`src/hw/hfct_pkg.sv`:
```
// Constants shared by the host FIFO, CRC and timer core.
// Assumes one 40 MHz clock with a synchronous active-low reset.
package hfct_pkg;
  localparam int          CLK_HZ        = 40_000_000;
  localparam int          TMR_HZ        = 13_560_000;
  localparam int          RATE_GCD      = 10_000;
  localparam logic [12:0] TMR_ACC_INC   = 13'(TMR_HZ / RATE_GCD);
  localparam logic [12:0] TMR_ACC_MOD   = 13'(CLK_HZ / RATE_GCD);
  localparam logic [6:0]  FIFO_DEPTH    = 7'h40;
  localparam logic [7:0]  LEN_UNIT_SH   = 8'h02;
  localparam logic [15:0] CRC_SEED_0    = 16'h0000;
  localparam logic [15:0] CRC_SEED_1    = 16'h6363;
  localparam logic [15:0] CRC_SEED_2    = 16'hA671;
  localparam logic [15:0] CRC_SEED_3    = 16'hFFFF;
  localparam logic [15:0] CRC_POLY_MSB  = 16'h1021;
  localparam logic [15:0] CRC_POLY_LSB  = 16'h8408;
  localparam logic [3:0]  CMD_IDLE      = 4'h0;
  localparam logic [3:0]  CMD_CALC_CRC  = 4'h3;
  localparam int          IRQ_TIMER     = 0;
  localparam int          IRQ_SEND      = 1;
  localparam int          IRQ_RECV      = 2;
  localparam int          IRQ_CMD       = 3;
  localparam int          IRQ_FAULT     = 4;
  localparam int          IRQ_NFULL     = 5;
  localparam int          IRQ_NEMPTY    = 6;
  localparam int          IRQ_CRC       = 7;
  localparam logic [7:0]  IRQ_RST       = 8'h00;
endpackage

```
`src/hw/hfct_sub_if.sv`:
```
// Carrier between the core and its CRC and timer units.
// All signals belong to the single core clock.
interface hfct_sub_if;
  logic        crc_start;
  logic [1:0]  crc_seed_sel;
  logic        crc_msb;
  logic        crc_v;
  logic [7:0]  crc_d;
  logic [15:0] crc_val;
  logic [11:0] tmr_div;
  logic        tmr_even;
  logic [15:0] tmr_reload;
  logic        tmr_periodic;
  logic        tmr_go;
  logic        tmr_halt;
  logic        tmr_auto;
  logic        tmr_evt;
  logic [15:0] tmr_count;
  logic        tmr_active;
  logic        tmr_expire;
  modport core_mp (output crc_start, crc_seed_sel, crc_msb, crc_v, crc_d, tmr_div, tmr_even,
                   tmr_reload, tmr_periodic, tmr_go, tmr_halt, tmr_auto, tmr_evt,
                   input crc_val, tmr_count, tmr_active, tmr_expire);
  modport crc_mp (input crc_start, crc_seed_sel, crc_msb, crc_v, crc_d, output crc_val);
  modport tmr_mp (input tmr_div, tmr_even, tmr_reload, tmr_periodic, tmr_go, tmr_halt,
                  tmr_auto, tmr_evt, output tmr_count, tmr_active, tmr_expire);
endinterface

```
`src/hw/hfct_core.sv`:
```
// Top of the host data core: shared byte queue, frame length window,
// interrupt flags and the glue to the CRC and timer units.
// Host strobes and internal engine signals are on this clock; none are
// synchronised. Host and engine must not fight over the queue.
module hfct_core
  import hfct_pkg::*;
(
  input  wire logic        clk,
  input  wire logic        nrst,
  input  wire logic        host_wr,
  input  wire logic [7:0]  host_wdata,
  input  wire logic        host_rd,
  output logic      [7:0]  host_rdata,
  input  wire logic        queue_clear,
  input  wire logic [5:0]  queue_threshold,
  output logic      [6:0]  queue_fill_count,
  output logic             queue_overrun,
  output logic             queue_nearly_full,
  output logic             queue_nearly_empty,
  input  wire logic        eng_rd,
  output logic      [7:0]  eng_rdata,
  input  wire logic        rx_byte_valid,
  input  wire logic        rx_byte_first,
  input  wire logic [7:0]  rx_byte,
  input  wire logic        rx_frame_end,
  input  wire logic        len_check_en,
  input  wire logic [5:0]  frame_len_floor,
  input  wire logic [5:0]  frame_len_ceiling,
  output logic             len_reject,
  input  wire logic        tx_eof_start,
  input  wire logic [7:0]  error_flags,
  input  wire logic [3:0]  cmd_select,
  input  wire logic [1:0]  crc_seed_sel,
  input  wire logic        crc_high_bit_leading,
  output logic      [7:0]  crc_result_hi,
  output logic      [7:0]  crc_result_lo,
  output logic             checksum_complete,
  input  wire logic [7:0]  irq_enable_mask,
  input  wire logic [7:0]  irq_flag_set,
  input  wire logic [7:0]  irq_flag_clr,
  output logic      [7:0]  irq_flags,
  output logic             irq_any,
  output logic             irq_out,
  input  wire logic [11:0] tick_divider,
  input  wire logic        tick_divider_even,
  input  wire logic [15:0] tick_reload_value,
  input  wire logic        tick_periodic,
  input  wire logic        tick_go,
  input  wire logic        tick_halt,
  input  wire logic        tick_auto_launch,
  output logic      [15:0] tick_current_count,
  output logic             tick_active
);
  typedef struct packed {
    logic [63:0][7:0] mem;
    logic [5:0]       wp;
    logic [5:0]       rp;
    logic [6:0]       lvl;
    logic             ovf;
    logic [7:0]       hrdata;
    logic [7:0]       erdata;
    logic             nfull;
    logic             nempty;
    logic [7:0]       irq;
    logic             irq_all;
    logic             irq_pin;
    logic             frame_ok;
    logic             len_rej;
    logic             crc_busy;
    logic             crc_rdy;
    logic [3:0]       cmd_q;
    logic [7:0]       crc_hi;
    logic [7:0]       crc_lo;
  } hfct_core_st_t;

  hfct_core_st_t q_r;
  hfct_core_st_t q_nxt;

  hfct_sub_if sub ();

  logic [2:0]  pop_req;
  logic [2:0]  pop_ok;
  logic [2:0][7:0] pop_dat;
  logic [1:0]  push_req;
  logic [1:0][7:0] push_dat;
  logic [7:0]  irq_evt;
  logic        crc_go;
  logic        first_ok;
  logic [7:0]  len_lo;
  logic [7:0]  len_hi;

  hfct_crc u_crc (
    .clk  (clk),
    .nrst (nrst),
    .sub  (sub.crc_mp)
  );

  hfct_timer u_timer (
    .clk  (clk),
    .nrst (nrst),
    .sub  (sub.tmr_mp)
  );

  assign sub.crc_seed_sel = crc_seed_sel;
  assign sub.crc_msb      = crc_high_bit_leading;
  assign sub.crc_start    = crc_go;
  assign sub.crc_v        = pop_ok[2];
  assign sub.crc_d        = pop_dat[2];
  assign sub.tmr_div      = tick_divider;
  assign sub.tmr_even     = tick_divider_even;
  assign sub.tmr_reload   = tick_reload_value;
  assign sub.tmr_periodic = tick_periodic;
  assign sub.tmr_go       = tick_go;
  assign sub.tmr_halt     = tick_halt;
  assign sub.tmr_auto     = tick_auto_launch;
  // End of frame transmission is the protocol event that arms the timer
  assign sub.tmr_evt      = tx_eof_start;

  always_comb begin
    q_nxt    = q_r;
    pop_ok   = 3'b000;
    pop_dat  = '0;
    irq_evt  = 8'h00;
    q_nxt.len_rej = 1'b0;
    q_nxt.cmd_q   = cmd_select;

    // Length window: floor*4 <= len < ceiling*4, ceiling 0 opens to 256
    len_lo   = {frame_len_floor, 2'b00};
    len_hi   = {frame_len_ceiling, 2'b00};
    first_ok = !len_check_en ||
               ((rx_byte >= len_lo) &&
                ((frame_len_ceiling == 6'h00) || (rx_byte < len_hi)));

    // CRC run starts when the command field enters the CRC code
    crc_go = (cmd_select == CMD_CALC_CRC) && (q_r.cmd_q != CMD_CALC_CRC);
    if (crc_go) begin
      q_nxt.crc_busy = 1'b1;
      q_nxt.crc_rdy  = 1'b0;
    end else if (cmd_select != CMD_CALC_CRC) begin
      q_nxt.crc_busy = 1'b0;
    end

    // Clear acts first so that traffic in the same cycle lands afterwards
    if (queue_clear) begin
      q_nxt.wp  = 6'h00;
      q_nxt.rp  = 6'h00;
      q_nxt.lvl = 7'h00;
      q_nxt.ovf = 1'b0;
    end

    pop_req = {q_r.crc_busy && !crc_go, eng_rd, host_rd};
    for (int i = 0; i < 3; i++) begin
      if (pop_req[i] && (q_nxt.lvl != 7'h00)) begin
        pop_ok[i]  = 1'b1;
        pop_dat[i] = q_nxt.mem[q_nxt.rp];
        q_nxt.rp   = q_nxt.rp + 6'h01;
        q_nxt.lvl  = q_nxt.lvl - 7'h01;
      end
    end
    if (pop_ok[0]) q_nxt.hrdata = pop_dat[0];
    if (pop_ok[1]) q_nxt.erdata = pop_dat[1];

    // The accept decision is taken on the length byte and held for the frame
    if (rx_byte_valid && rx_byte_first) begin
      q_nxt.frame_ok = first_ok;
      q_nxt.len_rej  = !first_ok;
    end
    push_req = {rx_byte_valid && (rx_byte_first ? first_ok : q_r.frame_ok), host_wr};
    push_dat = {rx_byte, host_wdata};
    for (int i = 0; i < 2; i++) begin
      if (push_req[i]) begin
        if (q_nxt.lvl == FIFO_DEPTH) begin
          q_nxt.ovf = 1'b1;
        end else begin
          q_nxt.mem[q_nxt.wp] = push_dat[i];
          q_nxt.wp  = q_nxt.wp + 6'h01;
          q_nxt.lvl = q_nxt.lvl + 7'h01;
        end
      end
    end

    // CRC has drained the queue once nothing is left after this cycle
    if (q_r.crc_busy && !crc_go && (q_nxt.lvl == 7'h00)) begin
      q_nxt.crc_busy = 1'b0;
      q_nxt.crc_rdy  = 1'b1;
      irq_evt[IRQ_CRC] = 1'b1;
    end

    q_nxt.nfull  = ((FIFO_DEPTH - q_nxt.lvl) <= {1'b0, queue_threshold});
    q_nxt.nempty = (q_nxt.lvl <= {1'b0, queue_threshold});

    irq_evt[IRQ_TIMER]  = sub.tmr_expire;
    irq_evt[IRQ_SEND]   = tx_eof_start;
    // A rejected frame raises no receive flag since it never happened for the host
    irq_evt[IRQ_RECV]   = rx_frame_end && q_r.frame_ok;
    irq_evt[IRQ_CMD]    = (cmd_select == CMD_IDLE) && (q_r.cmd_q != CMD_IDLE);
    irq_evt[IRQ_FAULT]  = (|error_flags) || q_nxt.ovf;
    irq_evt[IRQ_NFULL]  = q_nxt.nfull && !q_r.nfull;
    irq_evt[IRQ_NEMPTY] = q_nxt.nempty && !q_r.nempty;

    // Hardware events win over a host clear in the same cycle
    q_nxt.irq     = (q_r.irq & ~irq_flag_clr) | irq_flag_set | irq_evt;
    q_nxt.irq_all = |q_nxt.irq;
    q_nxt.irq_pin = |(q_nxt.irq & irq_enable_mask);

    q_nxt.crc_hi = sub.crc_val[15:8];
    q_nxt.crc_lo = sub.crc_val[7:0];
  end

  always_ff @(posedge clk) begin
    if (!nrst) begin
      q_r          <= '0;
      q_r.nempty   <= 1'b1;
      q_r.frame_ok <= 1'b1;
      q_r.irq      <= IRQ_RST;
      q_r.cmd_q    <= CMD_IDLE;
    end else begin
      q_r <= q_nxt;
    end
  end

  assign host_rdata         = q_r.hrdata;
  assign eng_rdata          = q_r.erdata;
  assign queue_fill_count   = q_r.lvl;
  assign queue_overrun      = q_r.ovf;
  assign queue_nearly_full  = q_r.nfull;
  assign queue_nearly_empty = q_r.nempty;
  assign len_reject         = q_r.len_rej;
  assign crc_result_hi      = q_r.crc_hi;
  assign crc_result_lo      = q_r.crc_lo;
  assign checksum_complete  = q_r.crc_rdy;
  assign irq_flags          = q_r.irq;
  assign irq_any            = q_r.irq_all;
  assign irq_out            = q_r.irq_pin;
  assign tick_current_count = sub.tmr_count;
  assign tick_active        = sub.tmr_active;
endmodule

```
`src/hw/hfct_crc.sv`:
```
// Byte-wide CRC coprocessor, one byte per clock.
// Assumes the core pulses crc_start before the first byte.
module hfct_crc
  import hfct_pkg::*;
(
  input wire logic clk,
  input wire logic nrst,
  hfct_sub_if.crc_mp sub
);
  typedef struct packed {
    logic [15:0] crc;
  } hfct_crc_st_t;

  hfct_crc_st_t q_r;
  hfct_crc_st_t q_nxt;
  logic         fb;

  always_comb begin
    q_nxt = q_r;
    fb    = 1'b0;
    if (sub.crc_start) begin
      case (sub.crc_seed_sel)
        2'b00:   q_nxt.crc = CRC_SEED_0;
        2'b01:   q_nxt.crc = CRC_SEED_1;
        2'b10:   q_nxt.crc = CRC_SEED_2;
        default: q_nxt.crc = CRC_SEED_3;
      endcase
    end else if (sub.crc_v) begin
      for (int i = 0; i < 8; i++) begin
        if (sub.crc_msb) begin
          fb        = q_nxt.crc[15] ^ sub.crc_d[7 - i];
          q_nxt.crc = {q_nxt.crc[14:0], 1'b0} ^ (fb ? CRC_POLY_MSB : 16'h0000);
        end else begin
          fb        = q_nxt.crc[0] ^ sub.crc_d[i];
          q_nxt.crc = {1'b0, q_nxt.crc[15:1]} ^ (fb ? CRC_POLY_LSB : 16'h0000);
        end
      end
    end
  end

  always_ff @(posedge clk) begin
    if (!nrst) q_r <= '0;
    else       q_r <= q_nxt;
  end

  assign sub.crc_val = q_r.crc;
endmodule

```
`src/hw/hfct_timer.sv`:
```
// Prescaler and reload counter, advanced at an average 13.56 MHz rate.
// The tick is a fractional enable from the 40 MHz clock, so single
// ticks jitter by one clock; the long-run rate is exact.
module hfct_timer
  import hfct_pkg::*;
(
  input wire logic clk,
  input wire logic nrst,
  hfct_sub_if.tmr_mp sub
);
  typedef struct packed {
    logic [12:0] acc;
    logic [12:0] pre;
    logic [15:0] cnt;
    logic        run;
    logic        exp;
  } hfct_tmr_st_t;

  hfct_tmr_st_t q_r;
  hfct_tmr_st_t q_nxt;
  logic [12:0]  sum;
  logic         tick;
  logic [12:0]  pre_top;

  always_comb begin
    q_nxt   = q_r;
    q_nxt.exp = 1'b0;
    sum     = q_r.acc + TMR_ACC_INC;
    tick    = (sum >= TMR_ACC_MOD);
    q_nxt.acc = tick ? (sum - TMR_ACC_MOD) : sum;
    // Period 2P+1, or 2P+2 with the even option
    pre_top = {sub.tmr_div, 1'b0} + {12'h000, sub.tmr_even};
    if (sub.tmr_go || (sub.tmr_auto && sub.tmr_evt)) begin
      q_nxt.run = 1'b1;
      q_nxt.pre = pre_top;
      q_nxt.cnt = sub.tmr_reload;
    end else if (sub.tmr_halt) begin
      q_nxt.run = 1'b0;
    end else if (q_r.run && tick) begin
      if (q_r.pre == 13'h0000) begin
        q_nxt.pre = pre_top;
        if (q_r.cnt == 16'h0000) begin
          if (sub.tmr_periodic) q_nxt.cnt = sub.tmr_reload;
          else                  q_nxt.run = 1'b0;
        end else begin
          q_nxt.exp = (q_r.cnt == 16'h0001);
          q_nxt.cnt = q_r.cnt - 16'h0001;
        end
      end else begin
        q_nxt.pre = q_r.pre - 13'h0001;
      end
    end
  end

  always_ff @(posedge clk) begin
    if (!nrst) q_r <= '0;
    else       q_r <= q_nxt;
  end

  assign sub.tmr_count  = q_r.cnt;
  assign sub.tmr_active = q_r.run;
  assign sub.tmr_expire = q_r.exp;
endmodule
```
`config.mk`:
```
export PLATFORM = sky130hd
export DESIGN_NAME = hfct_core
export DESIGN_NICKNAME = d
export VERILOG_FILES = /design/src/hw/hfct_pkg.sv /design/src/hw/hfct_sub_if.sv /design/src/hw/hfct_core.sv /design/src/hw/hfct_crc.sv /design/src/hw/hfct_timer.sv
export SDC_FILE = /design/constraint.sdc
export NUM_CORES = 2
export LEC_CHECK = 0
export ABC_AREA = 1
export BUFFER_PORTS_ARGS = -buffer_cell sky130_fd_sc_hd__buf_4
export CORE_MARGIN = 4
export CORE_UTILIZATION = 45
export DETAILED_ROUTE_END_ITERATION = 12
export HOLD_SLACK_MARGIN = 0.06
export SETUP_SLACK_MARGIN = 0.4
export SLEW_MARGIN = 10
export SYNTH_ARGS = -nofsm -noshare
export SYNTH_HDL_FRONTEND = slang
export SYNTH_SLANG_ARGS = --single-unit
export TNS_END_PERCENT = 5
```
`constraint.sdc`:
```
create_clock -name clk -period 9.8 [get_ports clk]
set_input_delay 0.98 -clock clk [delete_from_list [all_inputs] [get_ports clk]]
set_output_delay 0.98 -clock clk [all_outputs]
set_load 0.01 [all_outputs]
```
==> out/metrics.json <==
{
  "status": {
    "outcome": "finished, final reports clean"
  },
  "routing": {
    "met3_wirelength_um": 29920,
    "dr.max_layer_used": "met5",
    "detailroute.via_count": 55562,
    "remaining_drc_errors": 0,
    "wl_per_cell_um": 26.09,
    "firstDrtPassIters": 7,
    "ant_nets": 0,
    "routed-wl-met2_um": 90550,
    "postRouteWirelength_um": 224600,
    "post_drt_via_cell_ratio": 6.452,
    "met1_length_um": 86750,
    "drt_first_iter_violations": 9104
  },
  "setup_path": {
    "r2r_slack_ns": 2.03,
    "setup_crit_end_kind": "flip-flop",
    "r2r.worst_path.cells": 34,
    "worst-endpoint-required_ns": 10.32,
    "crit_type": "in2reg",
    "worst_setup_path_start_kind": "input pin",
    "rr_startpoint": "queue_fill_count[2]",
    "reg2reg_to": "u_crc.sub.crc_val[3]",
    "endpoint": "u_crc.sub.crc_val[3]",
    "worst_path_largest_cell_delay_ns": 0.80,
    "cpMaxStageDelayCell": "clkinv_1",
    "critical_path.max_fanout": 24,
    "worst_setup_path_startpoint": "queue_clear",
    "crit_arrival_ns": 8.61
  },
  "placed_design": {
    "post-place-ws_ns": 1.611,
    "portBuffers": 187,
    "hpwl_um": 141100,
    "globalplace.congestion": 1.007
  },
  "clock_tree": {
    "cts.repair_timing.setup_buffer_count": 0,
    "clk_pin_slew_ns": 0.06,
    "clock_tree.htree_level_count": 3,
    "numClockSinks": 642,
    "clk_latency_ns": 0.68,
    "ctsLongestPathBuffers": 3,
    "cts.hold.buffers_added": 0,
    "ctsRootBufferMaster": "clkbuf_16",
    "clock_tree_from_tritoncts": "done",
    "cts_buf_count": 80,
    "post_cts_resized": 0
  },
  "timing": {
    "hold_viol_final": 0,
    "slew_viol_final": 0,
    "tns_ns": 0,
    "finalWorstPathRequiredPeriod_ns": 8.092,
    "clock_skew_ns": 0.03560,
    "unrepaired_setup_endpoints_after_global_routing": "no",
    "fin_ws_ns": 1.708,
    "final.period_utilization_pct": 82.57,
    "normalized_max_slew_margin_pct": 11.37,
    "finalSetupViolCount": 0,
    "worst_slew_pin_slew_ns": 1.320,
    "max_clock_freq_ghz": 0.1236
  },
  "power_and_ir_drop": {
    "worst_voltage_drop_across_the_vdd_grid_mv": 0.2359,
    "cellPowerDensity_nw_per_um2": 279.6,
    "p_leak_nw": 18.11
  },
  "grt": {
    "global_route.usage.total_pct": 39.66,
    "grt_start_max_net_pins": 200,
    "grt_pass1_wl_um": 327100,
    "grt_antenna_before_repair": 4,
    "gr-total-overflow": 0,
    "first_global_vias": 49613
  },
  "worst_hold_path": {
    "min-delay-start": "u_timer.q_r[33]",
    "holdCritPathClass": "reg2reg"
  },
  "die": {
    "die_w_um": 329.0,
    "pin_count": 188,
    "core.rowCount": 117,
    "fp.dieArea_um2": 108300,
    "placeableCoreArea_um2": 102000,
    "floorplan.die.height_um": 329.0,
    "start_util_pct": 45.45
  },
  "synthesis": {
    "yosysWarningCount": 0,
    "synth_fp_nets": 7658,
    "syn-cell-area_um2": 46370,
    "synth_enable_flop_cells": 0,
    "synth_async_sr_flop_share_pct": 0,
    "ys.flop_type": "dfxtp_1",
    "postSynthCellCount": 7503,
    "seq_area_frac_synth_pct": 27.71,
    "netlist-cell-type-count": 68,
    "synth-seq-cells": 642,
    "avgSynthCellArea_um2": 6.181
  },
  "flow_run": {
    "drv.max_cap_violation_count": 0
  },
  "layout": {
    "multiInputGateArea_um2": 28310,
    "layout-area-overhead-vs-synth_pct": 7.838,
    "area_of_all_sequential_standard_cells_um2": 12850,
    "num-nets-final": 7336,
    "most_frequent_standard_cell_in_the_layout_excluding_fill_and_tap_cells": "o21ai_0",
    "most-common-layout-cells": "o21ai_0 (1637), nand2_1 (1381), a21oi_1 (885), dfxtp_1 (642), inv_1 (541)",
    "fillCellCount": 10642,
    "post_route_cells_drive_above_1_share_pct": 8.039
  }
}
## Yosys cell counts, types with 76 or more instances
library cell	instances	area share, %
o21ai_0	1638	18
clkbuf_1	489	4.0
a211oi_1	76	1.2
buf_4	106	1.7
inv_1	553	4.5
a21oi_1	886	9.6
nand3_1	426	4.6
dfxtp_1	642	28
nand2_1	1386	11
o211ai_1	240	3.9
nor2_1	337	2.7
nor3_1	85	0.92
## worst max-delay path, delay by kind of cell
kind / cells / cell delay, ns
fa+ha+maj: 1 / 0.28
buf+inv: 6 / 1.75
simple gates: 27 / 5.19
compound gates: 2 / 0.35
## worst min-delay path by stage
| stage | to | slack (ns) | cells past startpoint |
|---|---|---|---|
| 2_1_floorplan | crc_result_hi[5] | 0.42 | 2 |
| 3_3_place_gp | u_timer.q_r[33] | 0.44 | 1 |
| 3_5_place_dp | u_timer.q_r[33] | 0.46 | 1 |
| 4_1_cts | u_timer.q_r[33] | 0.47 | 1 |
| 5_1_grt | q_r[17] | 0.50 | 3 |
| 6_report | u_timer.q_r[33] | 0.46 | 1 |
## sequential cells by signal (all words and copies together), names as in the netlist, 7 cells and up
| signal | cells |
|---|---|
| q_r | 530 |
| u_timer.q_r | 24 |
| u_crc.sub.crc_val | 16 |
| u_timer.sub.tmr_count | 16 |
| crc_result_hi | 8 |
| crc_result_lo | 8 |
| eng_rdata | 8 |
| host_rdata | 8 |
| irq_flags | 8 |
| queue_fill_count | 7 |
## stage by stage
| step | cells | power (mW) | util (%) | instance area [um^2] | hold WS, ns |
|---|---|---|---|---|---|
| finish | 8611 | 13.98 | 49.01 | 50010 | 0.4641 |
| global route | 8608 | 14.46 | 49.00 | 50000 | 0.5019 |
| CTS | 8608 | 13.48 | 49.00 | 50000 | 0.4657 |
| detailed placement | 8467 | 10.48 | 46.49 | 47430 | 0.4584 |
| global placement | 8467 | 10.46 | 46.49 | 47430 | 0.4413 |
| floorplan | 7503 | 7.582 | - | 46370 | 0.4170 |
## where the power goes
group | internal, mW | switching, mW
Combinational | 2.06 | 6.08
Clock | 1.74 | 1.27
Sequential | 2.72 | 0.106
Total | 6.53 | 7.46
## per-layer routing
metal  track usage (%)  up-vias
met2             56.38     3941
met4             26.37        4
li1                  -    25227
met5                 0        -
met1             51.74    25479
met3             11.85      911
## logic make-up after synthesis
logic type | synth area share (%)
simple gates | 22.14
compound gates | 36.56
fa+ha+maj | 1.025
flops | 27.71
xor+xnor | 1.014
buf+inv | 11.55
## layout make-up
class / instances / area share (%)
inverters: 592 / 4.521
diodes: 3 / 0.01501
multi-input cells: 5575 / 56.61
clock inverters: 17 / 0.2927
clock buffers: 124 / 4.841
flip-flops and latches: 642 / 25.70
well taps: 1368 / 3.423
repair buffers: 290 / 4.594
Note: power is estimated with default switching activity, not from simulation.
